===== config.mk =====
export PLATFORM = sky130hd
export DESIGN_NAME = lam_monitor
export DESIGN_NICKNAME = d
export VERILOG_FILES = /design/src/hdl/lam_pkg.sv /design/src/hdl/lam_window.sv /design/src/hdl/lam_monitor.sv
export SDC_FILE = /design/constraint.sdc
export NUM_CORES = 1
export LEC_CHECK = 0
export ABC_CLOCK_PERIOD_IN_PS = 9950
export BUFFER_PORTS_ARGS = -buffer_cell sky130_fd_sc_hd__buf_2
export CELL_PAD_IN_SITES_DETAIL_PLACEMENT = 0
export CELL_PAD_IN_SITES_GLOBAL_PLACEMENT = 1
export CORE_ASPECT_RATIO = 0.9
export CORE_MARGIN = 8
export CORE_UTILIZATION = 30
export CTS_BUF_LIST = sky130_fd_sc_hd__clkbuf_8
export DETAILED_ROUTE_END_ITERATION = 7
export GPL_TIMING_DRIVEN = 0
export PLACE_DENSITY = 0.52
export SLEW_MARGIN = 20
export SYNTH_ARGS = -nofsm -noshare
export SYNTH_HDL_FRONTEND = slang
export SYNTH_SLANG_ARGS = --single-unit
export TNS_END_PERCENT = 50

===== constraint.sdc =====
create_clock -name sys_clk -period 9.95 [get_ports sys_clk]
set_input_delay 0.4975 -clock sys_clk [delete_from_list [all_inputs] [get_ports sys_clk]]
set_output_delay 0.4975 -clock sys_clk [all_outputs]
set_load 0.1 [all_outputs]

===== src/hdl/lam_pkg.sv =====
// Package: constants, types and register map for the line alarm monitor
// What this block does
// - Flag code violation when two successive bipolar violations share polarity.
// - Each violation drives the violation pin high one receive clock cycle.
// - Code-violation check needs codec enable, E1 mode and its select bit.
// - Flag zero-run violation on four or more consecutive zeros.
// - Zero-run check needs codec enable, E1 mode and its select bit.
// - Bipolar, code and zero-run violations share the violation pin.
// - Loss counter counts zeros, clears on ones; threshold sets loss, selects master clock.
// - Loss threshold 175 in T1, 32 in E1, 2048 when long threshold set.
// - T1 exit: 16 ones in 128-bit window, no 100-zero run; recovered clock returns.
// - E1 exit: four ones in 32 bits, under 16 zeros; or 32 consecutive ones.
// - During loss, data keeps flowing and an interrupt can be raised.
// - All-ones alarm when 2048 bits hold under three zeros; cleared at three.
// - Each all-ones alarm change sets its transition bit and may interrupt.
// - Driver open shown in status, changes recorded; clear bit clears or masks.
// - Elastic store near overflow or underflow shifts output clock one eighth bit.
// - Elastic overflow/underflow flags sticky until read; clear bits mask them.
// - Upper four bits of attenuation status report line attenuation estimate.
// - Self test: pattern lock sets interrupt, pattern change, sync and pass bits.
// - Host port detects which multiplexed bus timing style is used.
// - Interrupt latched low on enabled status change or elastic store slip.
// - Interrupt releases when clear written, even while condition persists; one masks, zero enables.
// - All control and status registers return to zero at reset.
// - Address decode uses only address bits six through one.
package lam_pkg;

  // ----------------------------------------------------------------
  // Register indices (address bits six to one)
  // ----------------------------------------------------------------
  localparam logic [5:0] IDX_CR1 = 6'h10;
  localparam logic [5:0] IDX_CR2 = 6'h11;
  localparam logic [5:0] IDX_CR3 = 6'h12;
  localparam logic [5:0] IDX_ICR = 6'h13;
  localparam logic [5:0] IDX_TSR = 6'h14;
  localparam logic [5:0] IDX_PSR = 6'h15;
  localparam logic [5:0] IDX_ESR = 6'h16;
  localparam logic [5:0] IDX_CR4 = 6'h17;
  localparam int ADDR_LO = 1;
  localparam int ADDR_HI = 6;
  localparam logic [7:0] REG_RESET = 8'h00;

  // ----------------------------------------------------------------
  // Field positions
  // ----------------------------------------------------------------
  localparam int CR1_CODEC = 5;
  localparam int CR1_MODE_LO = 0;
  localparam int CR3_SELFTEST = 5;
  localparam int CR4_CODE_VIOLATION_SELECT = 0;
  localparam int CR4_ZERO_RUN_VIOLATION_SELECT = 1;
  localparam int CR4_LONG = 2;
  localparam int CR4_ALTEXIT = 3;
  localparam int BIT_LOS = 0;
  localparam int BIT_AIS = 2;
  localparam int BIT_PSEUDORANDOM_PATTERN_SYNC = 3;
  localparam int BIT_DRIVER_OPEN_FLAG = 5;
  localparam int BIT_BIST = 6;
  localparam int BIT_ESO = 6;
  localparam int BIT_ESU = 7;
  localparam int LATN_LO = 4;

  // ----------------------------------------------------------------
  // Mode codes and counts
  // ----------------------------------------------------------------
  localparam logic [3:0] MODE_E1_A = 4'h8;
  localparam logic [3:0] MODE_E1_A_MASK = 4'hE;
  localparam logic [3:0] MODE_E1_B = 4'hA;
  localparam int LOS_T1 = 175;
  localparam int LOS_E1 = 32;
  localparam int LOS_LONG = 2048;
  localparam int T1_WIN = 128;
  localparam int T1_ONES = 16;
  localparam int T1_ZRUN = 100;
  localparam int E1_WIN = 32;
  localparam int E1_ONES = 4;
  localparam int E1_ZRUN = 16;
  localparam int E1_MARKS = 32;
  localparam int ZERO_RUN_VIOLATION_SELECT_RUN = 4;
  localparam int AIS_SPAN = 2048;
  localparam int AIS_ZEROS = 3;
  localparam int CNT_W = 12;

  // Received symbol from the line decoder
  typedef struct packed {
    logic valid;
    logic mark;
    logic bpv;
    logic polarity;
  } lam_rx_type;

  // Host bus request
  typedef struct packed {
    logic wr;
    logic rd;
    logic [7:0] addr;
    logic [7:0] wdata;
  } lam_bus_type;

  // Bus style detected on the host port
  typedef enum logic [1:0] {
    LAM_BUS_ALE = 2'b01,
    LAM_BUS_DS = 2'b10
  } lam_style_type;

endpackage : lam_pkg


===== src/hdl/lam_window.sv =====
// Sliding window ones counter with a run-of-zeros tracker
`timescale 1ns/1ps
module lam_window #(
  parameter int WIN = 128,
  parameter int CW = 12
) (
  input wire logic sys_clk,
  input wire logic rst,
  input wire logic ce,
  input wire logic step,
  input wire logic mark,
  output logic [CW-1:0] ones,
  output logic [CW-1:0] zrun
);

  // ----------------------------------------------------------------
  // History shift register and counters
  // ----------------------------------------------------------------
  logic [WIN-1:0] hist_reg;
  logic [WIN-1:0] hist_next;
  logic [CW-1:0] ones_reg;
  logic [CW-1:0] ones_next;
  logic [CW-1:0] zrun_reg;
  logic [CW-1:0] zrun_next;

  always_comb begin
    hist_next = hist_reg;
    ones_next = ones_reg;
    zrun_next = zrun_reg;
    if (step) begin
      hist_next = {hist_reg[WIN-2:0], mark};
      ones_next = ones_reg + CW'(mark) - CW'(hist_reg[WIN-1]);
      if (mark) begin
        zrun_next = '0;
      end else if (zrun_reg != {CW{1'b1}}) begin
        zrun_next = zrun_reg + CW'(1);
      end
    end
  end

  always_ff @(posedge sys_clk) begin
    if (rst) begin
      hist_reg <= '0;
      ones_reg <= '0;
      zrun_reg <= '0;
    end else if (ce) begin
      hist_reg <= hist_next;
      ones_reg <= ones_next;
      zrun_reg <= zrun_next;
    end
  end

  assign ones = ones_reg;
  assign zrun = zrun_reg;

endmodule : lam_window


===== src/hdl/lam_monitor.sv =====
// Receive alarm monitor with status registers and host interrupt
`timescale 1ns/1ps
module lam_monitor #(
  parameter int LOS_T1_N = lam_pkg::LOS_T1,
  parameter int LOS_E1_N = lam_pkg::LOS_E1,
  parameter int LOS_LONG_N = lam_pkg::LOS_LONG,
  parameter int AIS_N = lam_pkg::AIS_SPAN
) (
  input wire logic sys_clk,
  input wire logic rst,
  input wire logic ce,
  input wire lam_pkg::lam_rx_type rx_in,
  input wire logic driver_open_in,
  input wire logic elastic_near_full_in,
  input wire logic elastic_near_empty_in,
  input wire logic elastic_over_in,
  input wire logic elastic_under_in,
  input wire logic [3:0] attenuation_in,
  input wire logic pattern_lock_in,
  input wire logic ale_in,
  input wire lam_pkg::lam_bus_type bus_in,
  output logic [7:0] rdata,
  output logic violation_out,
  output logic use_master_clk,
  output logic clk_phase_shift,
  output logic [1:0] shift_dir,
  output logic int_n,
  output logic bus_style_ale,
  output logic [7:0] control_reg_one_out,
  output logic [7:0] control_reg_three_out
);

  // ----------------------------------------------------------------
  // Registers
  // ----------------------------------------------------------------
  logic [7:0] control_reg_one_reg, control_reg_one_next;
  logic [7:0] control_reg_two_reg, control_reg_two_next;
  logic [7:0] control_reg_three_reg, control_reg_three_next;
  logic [7:0] control_reg_four_reg, control_reg_four_next;
  logic [7:0] interrupt_clear_reg, interrupt_clear_next;
  logic [7:0] transition_status_reg, transition_status_next;
  logic [7:0] performance_status_reg, performance_status_next;
  logic [7:0] status_prev_reg, status_prev_next;
  logic [7:0] rdata_reg, rdata_next;
  logic violation_reg, violation_next;
  logic int_n_reg, int_n_next;
  logic shift_reg, shift_next;
  logic [1:0] dir_reg, dir_next;
  logic last_pol_reg, last_pol_next;
  logic have_bpv_reg, have_bpv_next;
  logic [lam_pkg::CNT_W-1:0] loss_cnt_reg, loss_cnt_next;
  logic [lam_pkg::CNT_W-1:0] ais_bits_reg, ais_bits_next;
  logic [1:0] ais_zeros_reg, ais_zeros_next;
  lam_pkg::lam_style_type style_reg, style_next;

  logic [lam_pkg::CNT_W-1:0] t1_ones, t1_zrun, e1_ones, e1_zrun;
  logic step;
  logic e1_mode;
  logic [5:0] idx;

  // Mode code decode used by both violation checks
  function automatic logic is_e1(input logic [3:0] code);
    return ((code & lam_pkg::MODE_E1_A_MASK) == lam_pkg::MODE_E1_A) ||
           (code == lam_pkg::MODE_E1_B);
  endfunction : is_e1

  assign step = rx_in.valid;
  assign e1_mode = is_e1(control_reg_one_reg[lam_pkg::CR1_MODE_LO +: 4]);
  assign idx = bus_in.addr[lam_pkg::ADDR_HI:lam_pkg::ADDR_LO];

  // ----------------------------------------------------------------
  // Loss exit windows
  // ----------------------------------------------------------------
  lam_window #(.WIN(lam_pkg::T1_WIN), .CW(lam_pkg::CNT_W)) u_t1_win (
    .sys_clk(sys_clk),
    .rst(rst),
    .ce(ce),
    .step(step),
    .mark(rx_in.mark),
    .ones(t1_ones),
    .zrun(t1_zrun)
  );

  lam_window #(.WIN(lam_pkg::E1_WIN), .CW(lam_pkg::CNT_W)) u_e1_win (
    .sys_clk(sys_clk),
    .rst(rst),
    .ce(ce),
    .step(step),
    .mark(rx_in.mark),
    .ones(e1_ones),
    .zrun(e1_zrun)
  );

  // ----------------------------------------------------------------
  // Line monitoring
  // ----------------------------------------------------------------
  logic codec_on, cv_on, zv_on, cv_hit, zv_hit, bpv_rep;
  logic [lam_pkg::CNT_W-1:0] loss_limit;
  logic exit_t1, exit_e1, los_now;

  always_comb begin
    codec_on = control_reg_one_reg[lam_pkg::CR1_CODEC];
    cv_on = codec_on && e1_mode && control_reg_four_reg[lam_pkg::CR4_CODE_VIOLATION_SELECT];
    zv_on = codec_on && e1_mode && control_reg_four_reg[lam_pkg::CR4_ZERO_RUN_VIOLATION_SELECT];
    cv_hit = cv_on && step && rx_in.bpv && have_bpv_reg && (rx_in.polarity == last_pol_reg);
    zv_hit = zv_on && step && !rx_in.mark &&
             (e1_zrun >= lam_pkg::CNT_W'(lam_pkg::ZERO_RUN_VIOLATION_SELECT_RUN - 1));
    bpv_rep = step && rx_in.bpv && !codec_on;
    // All sources share one pin, one cycle each
    violation_next = cv_hit || zv_hit || bpv_rep;
    have_bpv_next = have_bpv_reg || (step && rx_in.bpv);
    last_pol_next = (step && rx_in.bpv) ? rx_in.polarity : last_pol_reg;

    if (control_reg_four_reg[lam_pkg::CR4_LONG]) begin
      loss_limit = lam_pkg::CNT_W'(LOS_LONG_N);
    end else if (e1_mode) begin
      loss_limit = lam_pkg::CNT_W'(LOS_E1_N);
    end else begin
      loss_limit = lam_pkg::CNT_W'(LOS_T1_N);
    end
    // Zero counter cleared by a mark
    loss_cnt_next = loss_cnt_reg;
    if (step) begin
      if (rx_in.mark) begin
        loss_cnt_next = '0;
      end else if (loss_cnt_reg < loss_limit) begin
        loss_cnt_next = loss_cnt_reg + lam_pkg::CNT_W'(1);
      end
    end
    exit_t1 = (t1_ones >= lam_pkg::CNT_W'(lam_pkg::T1_ONES)) &&
              (t1_zrun < lam_pkg::CNT_W'(lam_pkg::T1_ZRUN));
    // E1 exit criterion or consecutive marks
    if (control_reg_four_reg[lam_pkg::CR4_ALTEXIT]) begin
      exit_e1 = e1_ones == lam_pkg::CNT_W'(lam_pkg::E1_MARKS);
    end else begin
      exit_e1 = (e1_ones >= lam_pkg::CNT_W'(lam_pkg::E1_ONES)) &&
                (e1_zrun < lam_pkg::CNT_W'(lam_pkg::E1_ZRUN));
    end
    los_now = performance_status_reg[lam_pkg::BIT_LOS];
    if (loss_cnt_next >= loss_limit) begin
      los_now = 1'b1;
    end else if (los_now && (e1_mode ? exit_e1 : exit_t1)) begin
      los_now = 1'b0;
    end

    // Count zeros over each 2048-bit span
    ais_bits_next = ais_bits_reg;
    ais_zeros_next = ais_zeros_reg;
    performance_status_next = performance_status_reg;
    performance_status_next[lam_pkg::BIT_LOS] = los_now;
    if (step) begin
      if (ais_bits_reg == lam_pkg::CNT_W'(AIS_N - 1)) begin
        // Three-bit sum: a saturated count plus a final zero must not wrap
        performance_status_next[lam_pkg::BIT_AIS] =
          (3'(ais_zeros_reg) + 3'(!rx_in.mark)) < 3'(lam_pkg::AIS_ZEROS);
        ais_bits_next = '0;
        ais_zeros_next = '0;
      end else begin
        ais_bits_next = ais_bits_reg + lam_pkg::CNT_W'(1);
        if (!rx_in.mark && ais_zeros_reg != 2'(lam_pkg::AIS_ZEROS)) begin
          ais_zeros_next = ais_zeros_reg + 2'(1);
        end
      end
    end
    performance_status_next[lam_pkg::BIT_DRIVER_OPEN_FLAG] = driver_open_in;
    // Self test pass and pattern sync
    performance_status_next[lam_pkg::BIT_PSEUDORANDOM_PATTERN_SYNC] = pattern_lock_in;
    performance_status_next[lam_pkg::BIT_BIST] =
      pattern_lock_in && control_reg_three_reg[lam_pkg::CR3_SELFTEST];
    // Eighth-bit clock slip near elastic store limits
    shift_next = elastic_near_full_in || elastic_near_empty_in;
    dir_next = {elastic_near_empty_in, elastic_near_full_in};
  end

  // ----------------------------------------------------------------
  // Host port, transitions and interrupt
  // ----------------------------------------------------------------
  logic [7:0] changed, clear_w, pend;

  always_comb begin
    control_reg_one_next = control_reg_one_reg;
    control_reg_two_next = control_reg_two_reg;
    control_reg_three_next = control_reg_three_reg;
    control_reg_four_next = control_reg_four_reg;
    interrupt_clear_next = interrupt_clear_reg;
    rdata_next = rdata_reg;
    clear_w = 8'h00;
    // Address latch strobe marks the multiplexed style
    style_next = ale_in ? lam_pkg::LAM_BUS_ALE :
                 (bus_in.rd || bus_in.wr) && style_reg != lam_pkg::LAM_BUS_ALE ?
                 lam_pkg::LAM_BUS_DS : style_reg;
    if (bus_in.wr) begin
      unique case (idx)
        lam_pkg::IDX_CR1: control_reg_one_next = bus_in.wdata;
        lam_pkg::IDX_CR2: control_reg_two_next = bus_in.wdata;
        lam_pkg::IDX_CR3: control_reg_three_next = bus_in.wdata;
        lam_pkg::IDX_CR4: control_reg_four_next = bus_in.wdata;
        lam_pkg::IDX_ICR: begin
          interrupt_clear_next = bus_in.wdata;
          clear_w = bus_in.wdata;
        end
        default: ;
      endcase
    end
    if (bus_in.rd) begin
      unique case (idx)
        lam_pkg::IDX_CR1: rdata_next = control_reg_one_reg;
        lam_pkg::IDX_CR2: rdata_next = control_reg_two_reg;
        lam_pkg::IDX_CR3: rdata_next = control_reg_three_reg;
        lam_pkg::IDX_CR4: rdata_next = control_reg_four_reg;
        lam_pkg::IDX_ICR: rdata_next = interrupt_clear_reg;
        lam_pkg::IDX_TSR: rdata_next = transition_status_reg;
        lam_pkg::IDX_PSR: rdata_next = performance_status_reg;
        lam_pkg::IDX_ESR: rdata_next = {attenuation_in, 4'h0};
        default: rdata_next = 8'h00;
      endcase
    end
    status_prev_next = performance_status_reg;
    changed = performance_status_reg ^ status_prev_reg;
    changed[lam_pkg::BIT_ESO] = elastic_over_in;
    changed[lam_pkg::BIT_ESU] = elastic_under_in;
    changed[4] = 1'b0;
    transition_status_next = (transition_status_reg & ~clear_w) | changed;
    // Elastic flags clear when the host reads this register
    if (bus_in.rd && idx == lam_pkg::IDX_TSR) begin
      transition_status_next[lam_pkg::BIT_ESO] = changed[lam_pkg::BIT_ESO];
      transition_status_next[lam_pkg::BIT_ESU] = changed[lam_pkg::BIT_ESU];
    end
    // Latched interrupt on unmasked pending sources
    pend = transition_status_next & ~interrupt_clear_next;
    pend[4] = 1'b0;
    int_n_next = !(|pend);
  end

  always_ff @(posedge sys_clk) begin
    if (rst) begin
      control_reg_one_reg <= lam_pkg::REG_RESET;
      control_reg_two_reg <= lam_pkg::REG_RESET;
      control_reg_three_reg <= lam_pkg::REG_RESET;
      control_reg_four_reg <= lam_pkg::REG_RESET;
      interrupt_clear_reg <= lam_pkg::REG_RESET;
      transition_status_reg <= lam_pkg::REG_RESET;
      performance_status_reg <= lam_pkg::REG_RESET;
      status_prev_reg <= lam_pkg::REG_RESET;
      rdata_reg <= lam_pkg::REG_RESET;
      violation_reg <= 1'b0;
      int_n_reg <= 1'b1;
      shift_reg <= 1'b0;
      dir_reg <= 2'b00;
      last_pol_reg <= 1'b0;
      have_bpv_reg <= 1'b0;
      loss_cnt_reg <= '0;
      ais_bits_reg <= '0;
      ais_zeros_reg <= '0;
      style_reg <= lam_pkg::LAM_BUS_DS;
    end else if (ce) begin
      control_reg_one_reg <= control_reg_one_next;
      control_reg_two_reg <= control_reg_two_next;
      control_reg_three_reg <= control_reg_three_next;
      control_reg_four_reg <= control_reg_four_next;
      interrupt_clear_reg <= interrupt_clear_next;
      transition_status_reg <= transition_status_next;
      performance_status_reg <= performance_status_next;
      status_prev_reg <= status_prev_next;
      rdata_reg <= rdata_next;
      violation_reg <= violation_next;
      int_n_reg <= int_n_next;
      shift_reg <= shift_next;
      dir_reg <= dir_next;
      last_pol_reg <= last_pol_next;
      have_bpv_reg <= have_bpv_next;
      loss_cnt_reg <= loss_cnt_next;
      ais_bits_reg <= ais_bits_next;
      ais_zeros_reg <= ais_zeros_next;
      style_reg <= style_next;
    end
  end

  assign rdata = rdata_reg;
  assign violation_out = violation_reg;
  assign use_master_clk = performance_status_reg[lam_pkg::BIT_LOS];
  assign clk_phase_shift = shift_reg;
  assign shift_dir = dir_reg;
  assign int_n = int_n_reg;
  assign bus_style_ale = (style_reg == lam_pkg::LAM_BUS_ALE);
  assign control_reg_one_out = control_reg_one_reg;
  assign control_reg_three_out = control_reg_three_reg;

endmodule : lam_monitor


==> impl_metrics.ini <==
[power]
power.leakage_uw = 0.00537
peakVddDrop_mv = 0.0746
p_per_area_nw_per_um2 = 169

[floorplanning]
fp.dieH_um = 212
rows = 71
die_w_um = 233
core_area_sq_um = 41900
dieArea_sq_um = 49400
top_level_ports = 67
start_util = 0.305

[synthesis]
synth_top_family_by_area = simple AND/OR/NAND/NOR gates
synth-main-ff-cell = dfxtp_1
synthSimpleGateAreaFrac = 0.216
synth-edff-count = 0
synth_mux_area_frac = 0.0573
synth_nets = 1664
synth_compound_area_frac = 0.153
ys_seq_area_frac = 0.433
synthXorXnorAreaFrac = 0.0377
synth_cell_types = 73
syn_inst = 1568
ys_ff_latch = 276
avgSynthCellArea_sq_um = 8.15
synthAdderAreaFrac = 0.0600
yosys_warnings = 0
synth.cell_area_sq_um = 12800
synthArstFlopShare = 0

[global_routing]
met3_usage = 0.0294
grt_pass1_wl_um = 59500
use_met2 = 0.235
grt_max_degree = 15
antenna_found_initial = 0
grt_pass1_vias = 10555
grt_busiest_layer = met2
grt_usage = 0.152
grt_overflow = 0
gr-usage-met1 = 0.208

[clocking]
cts_buffer_depth = 3
clk_latency_ns = 0.65
cts_buffers = 51
cts_sinks = 276
cts_tree = built
cts_hold_buf = 0
cts_setup_buffers = 0
clkSlewWorstSetupHoldPaths_ns = 0.06
cts-root-buf = clkbuf_8
ctsResizeCount = 0
htreeDepth = 2

[setup_path]
cp_max_fo = 9
cp-end-kind = flip-flop
max_stage_delay_ns = 0.56
r2r_end = performance_status_reg[0]
worst_ep_arrival_time_ns = 5.48
reg2reg_depth = 18
crit_slowest_cell = a2111oi_0
rrSetupSlack_ns = 4.98
path_cells = nand2_1 > and2_1 > or2_2 > ha_1 > a2111oi_0 > o21ai_0 > a21oi_2 > and2b_1 > a21oi_1 > o2bb2ai_1 > ha_1 > o21ai_0 > o21bai_1 > a221oi_1 > o211ai_1 > a221o_1 > a311oi_1 > o21ai_1
startpoint_type = flip-flop
timing_worst_setup_path_type = reg2reg
crit_required_ns = 10.46
rr_startpoint = control_reg_one_out[0]

[timing]
fin_skew_ns = 0.0261
fmax_ghz = 0.201
period_share = 0.500
finalSetupViolCount = 0
tightest_slew_ns = 1.07
period_needed_ns = 4.97
hold_viol = 0
final_max_slew_viol_count = 0
fin_hold_ws_ns = 0.103
finalSetupTns_ns = 0
max_slew_margin = 0.280
rsz0062_at_grt = false

[routing]
wl_per_cell_um = 16.8
via_per_inst = 4.87
drtPass1Iterations = 7
drc = 0
vias = 11006
drt_wl_total_um = 38000
ant_nets = 0
first_iter_violations = 575

[hold_path]
hold_class = in2reg
hold_start = driver_open_in
hold_path_depth = 3
min_to = performance_status_reg[5]

[layout]
area_delta_synth_final_pct = 15.0
final_cell_mix = nand2_1, dfxtp_1, a21oi_1
drive_gt1_frac = 0.0953
finalNetCount = 1776
antennaDiodeCount = 0
largest_reg_flops = 97
final_common_cell = nand2_1

[place]
routabilityCongestion = 0.808
hpwl_um = 26400
port_buffers = 59

[status]
status = completed

[run]
drv_cap = 0
-- cells by family after synthesis --
| kind of cell | count (synthesis) |
|---|---|
| AO/OA/AOI/OAI | 331 |
| XOR/XNOR | 55 |
| adder cells (fa/ha/maj) | 60 |
| buffers and inverters | 144 |
| flip-flops | 276 |
| multiplexers | 64 |
| AND/OR/NAND/NOR | 638 |
-- critical path: cells and delay by family (launching register included) --
kind	cells	cell delay (ns)
AO/OA/AOI/OAI	12	2.74
adder cells (fa/ha/maj)	2	0.55
flip-flops	1	0.46
AND/OR/NAND/NOR	4	1.07
-- cell type report --
cell class                      instances  area [sq um]
Clock buffer                           59           812
Tap cell                              547           684
Buffer                                 93           372
Fill cell                            4513         27200
Multi-Input combinational cell       1148          6690
Sequential cell                       276          5530
Timing Repair Buffer                   59           295
Clock inverter                         25           120
Inverter                               51           191
-- metrics by stage --
stage / power, uW / util / area [sq um] / worst slack, ns / cells
3_3_place_gp: 1490 / 0.328 / 13800 / 5.02 / 2174
6_report: 2480 / 0.350 / 14700 / 4.98 / 2258
2_1_floorplan: 1390 / - / 12800 / 5.17 / 1568
5_1_grt: 2620 / 0.350 / 14700 / 4.83 / 2258
3_5_place_dp: 1480 / 0.328 / 13800 / 5.04 / 2174
4_1_cts: 2540 / 0.350 / 14700 / 5.03 / 2258
-- cells in the mapped netlist, types with 3 or more instances --
cell      number  area, sq um
o31ai_1        5         37.5
xor2_1        33          289
and3_1        15         93.8
a31oi_1        9         56.3
and2_1         5         31.3
a22oi_1        9         67.6
and4_1         3         26.3
buf_2          6         30.0
a21oi_1      198          991
a21o_1         3         22.5
o21a_1         5         37.5
o21bai_1       5         37.5
mux4_2         7          158
or3_1          5         31.3
o41ai_1        4         35.0
nor3_1        27          135
nor2_1       149          559
inv_1         49          184
o21ai_0       39          195
nand2b_1       5         31.3
or3b_2         3         26.3
ha_1          58          726
buf_1         10         37.5
nand4_1       20          125
dfxtp_1      276         5530
nor4b_1        4         35.0
a211oi_1      11         82.6
xnor2_1       22          193
a311oi_1       5         43.8
nor3b_1        4         30.0
nor2b_1        4         25.0
or4_1          3         22.5
clkbuf_1      75          282
a221oi_1       7         61.3
mux2_2         3         33.8
a32oi_1        3         26.3
nor4_1         9         56.3
nand3_1       25          125
nand2_1      344         1290
mux2i_1       54          541
o21ai_1        3         15.0
-- worst max-delay path by stage --
stage,start,to,slack (ns),cells past startpoint
global placement,control_reg_one_out[0],performance_status_reg[0],5.02,18
global route,control_reg_one_out[0],performance_status_reg[0],4.83,18
CTS,control_reg_one_out[0],performance_status_reg[0],5.03,18
detailed placement,control_reg_one_out[0],performance_status_reg[0],5.04,18
floorplan,control_reg_one_out[1],performance_status_reg[0],5.17,19
finish,control_reg_one_out[0],performance_status_reg[0],4.98,18
-- power breakdown --
part | switching (uW) | internal, uW | leakage (uW) | total, uW
sequential | 14.0 | 1120 | 0.00223 | 1140
clock | 491 | 535 | 0.000547 | 1030
combinational | 209 | 112 | 0.00259 | 321
-- layer usage --
layer | share of wire | vias up
li1 | - | 5599
met1 | 0.50 | 5167
met2 | 0.44 | 182
met3 | 0.044 | 58
met4 | 0.024 | 0
met5 | 0 | -
(Power assumes the default switching activity.)
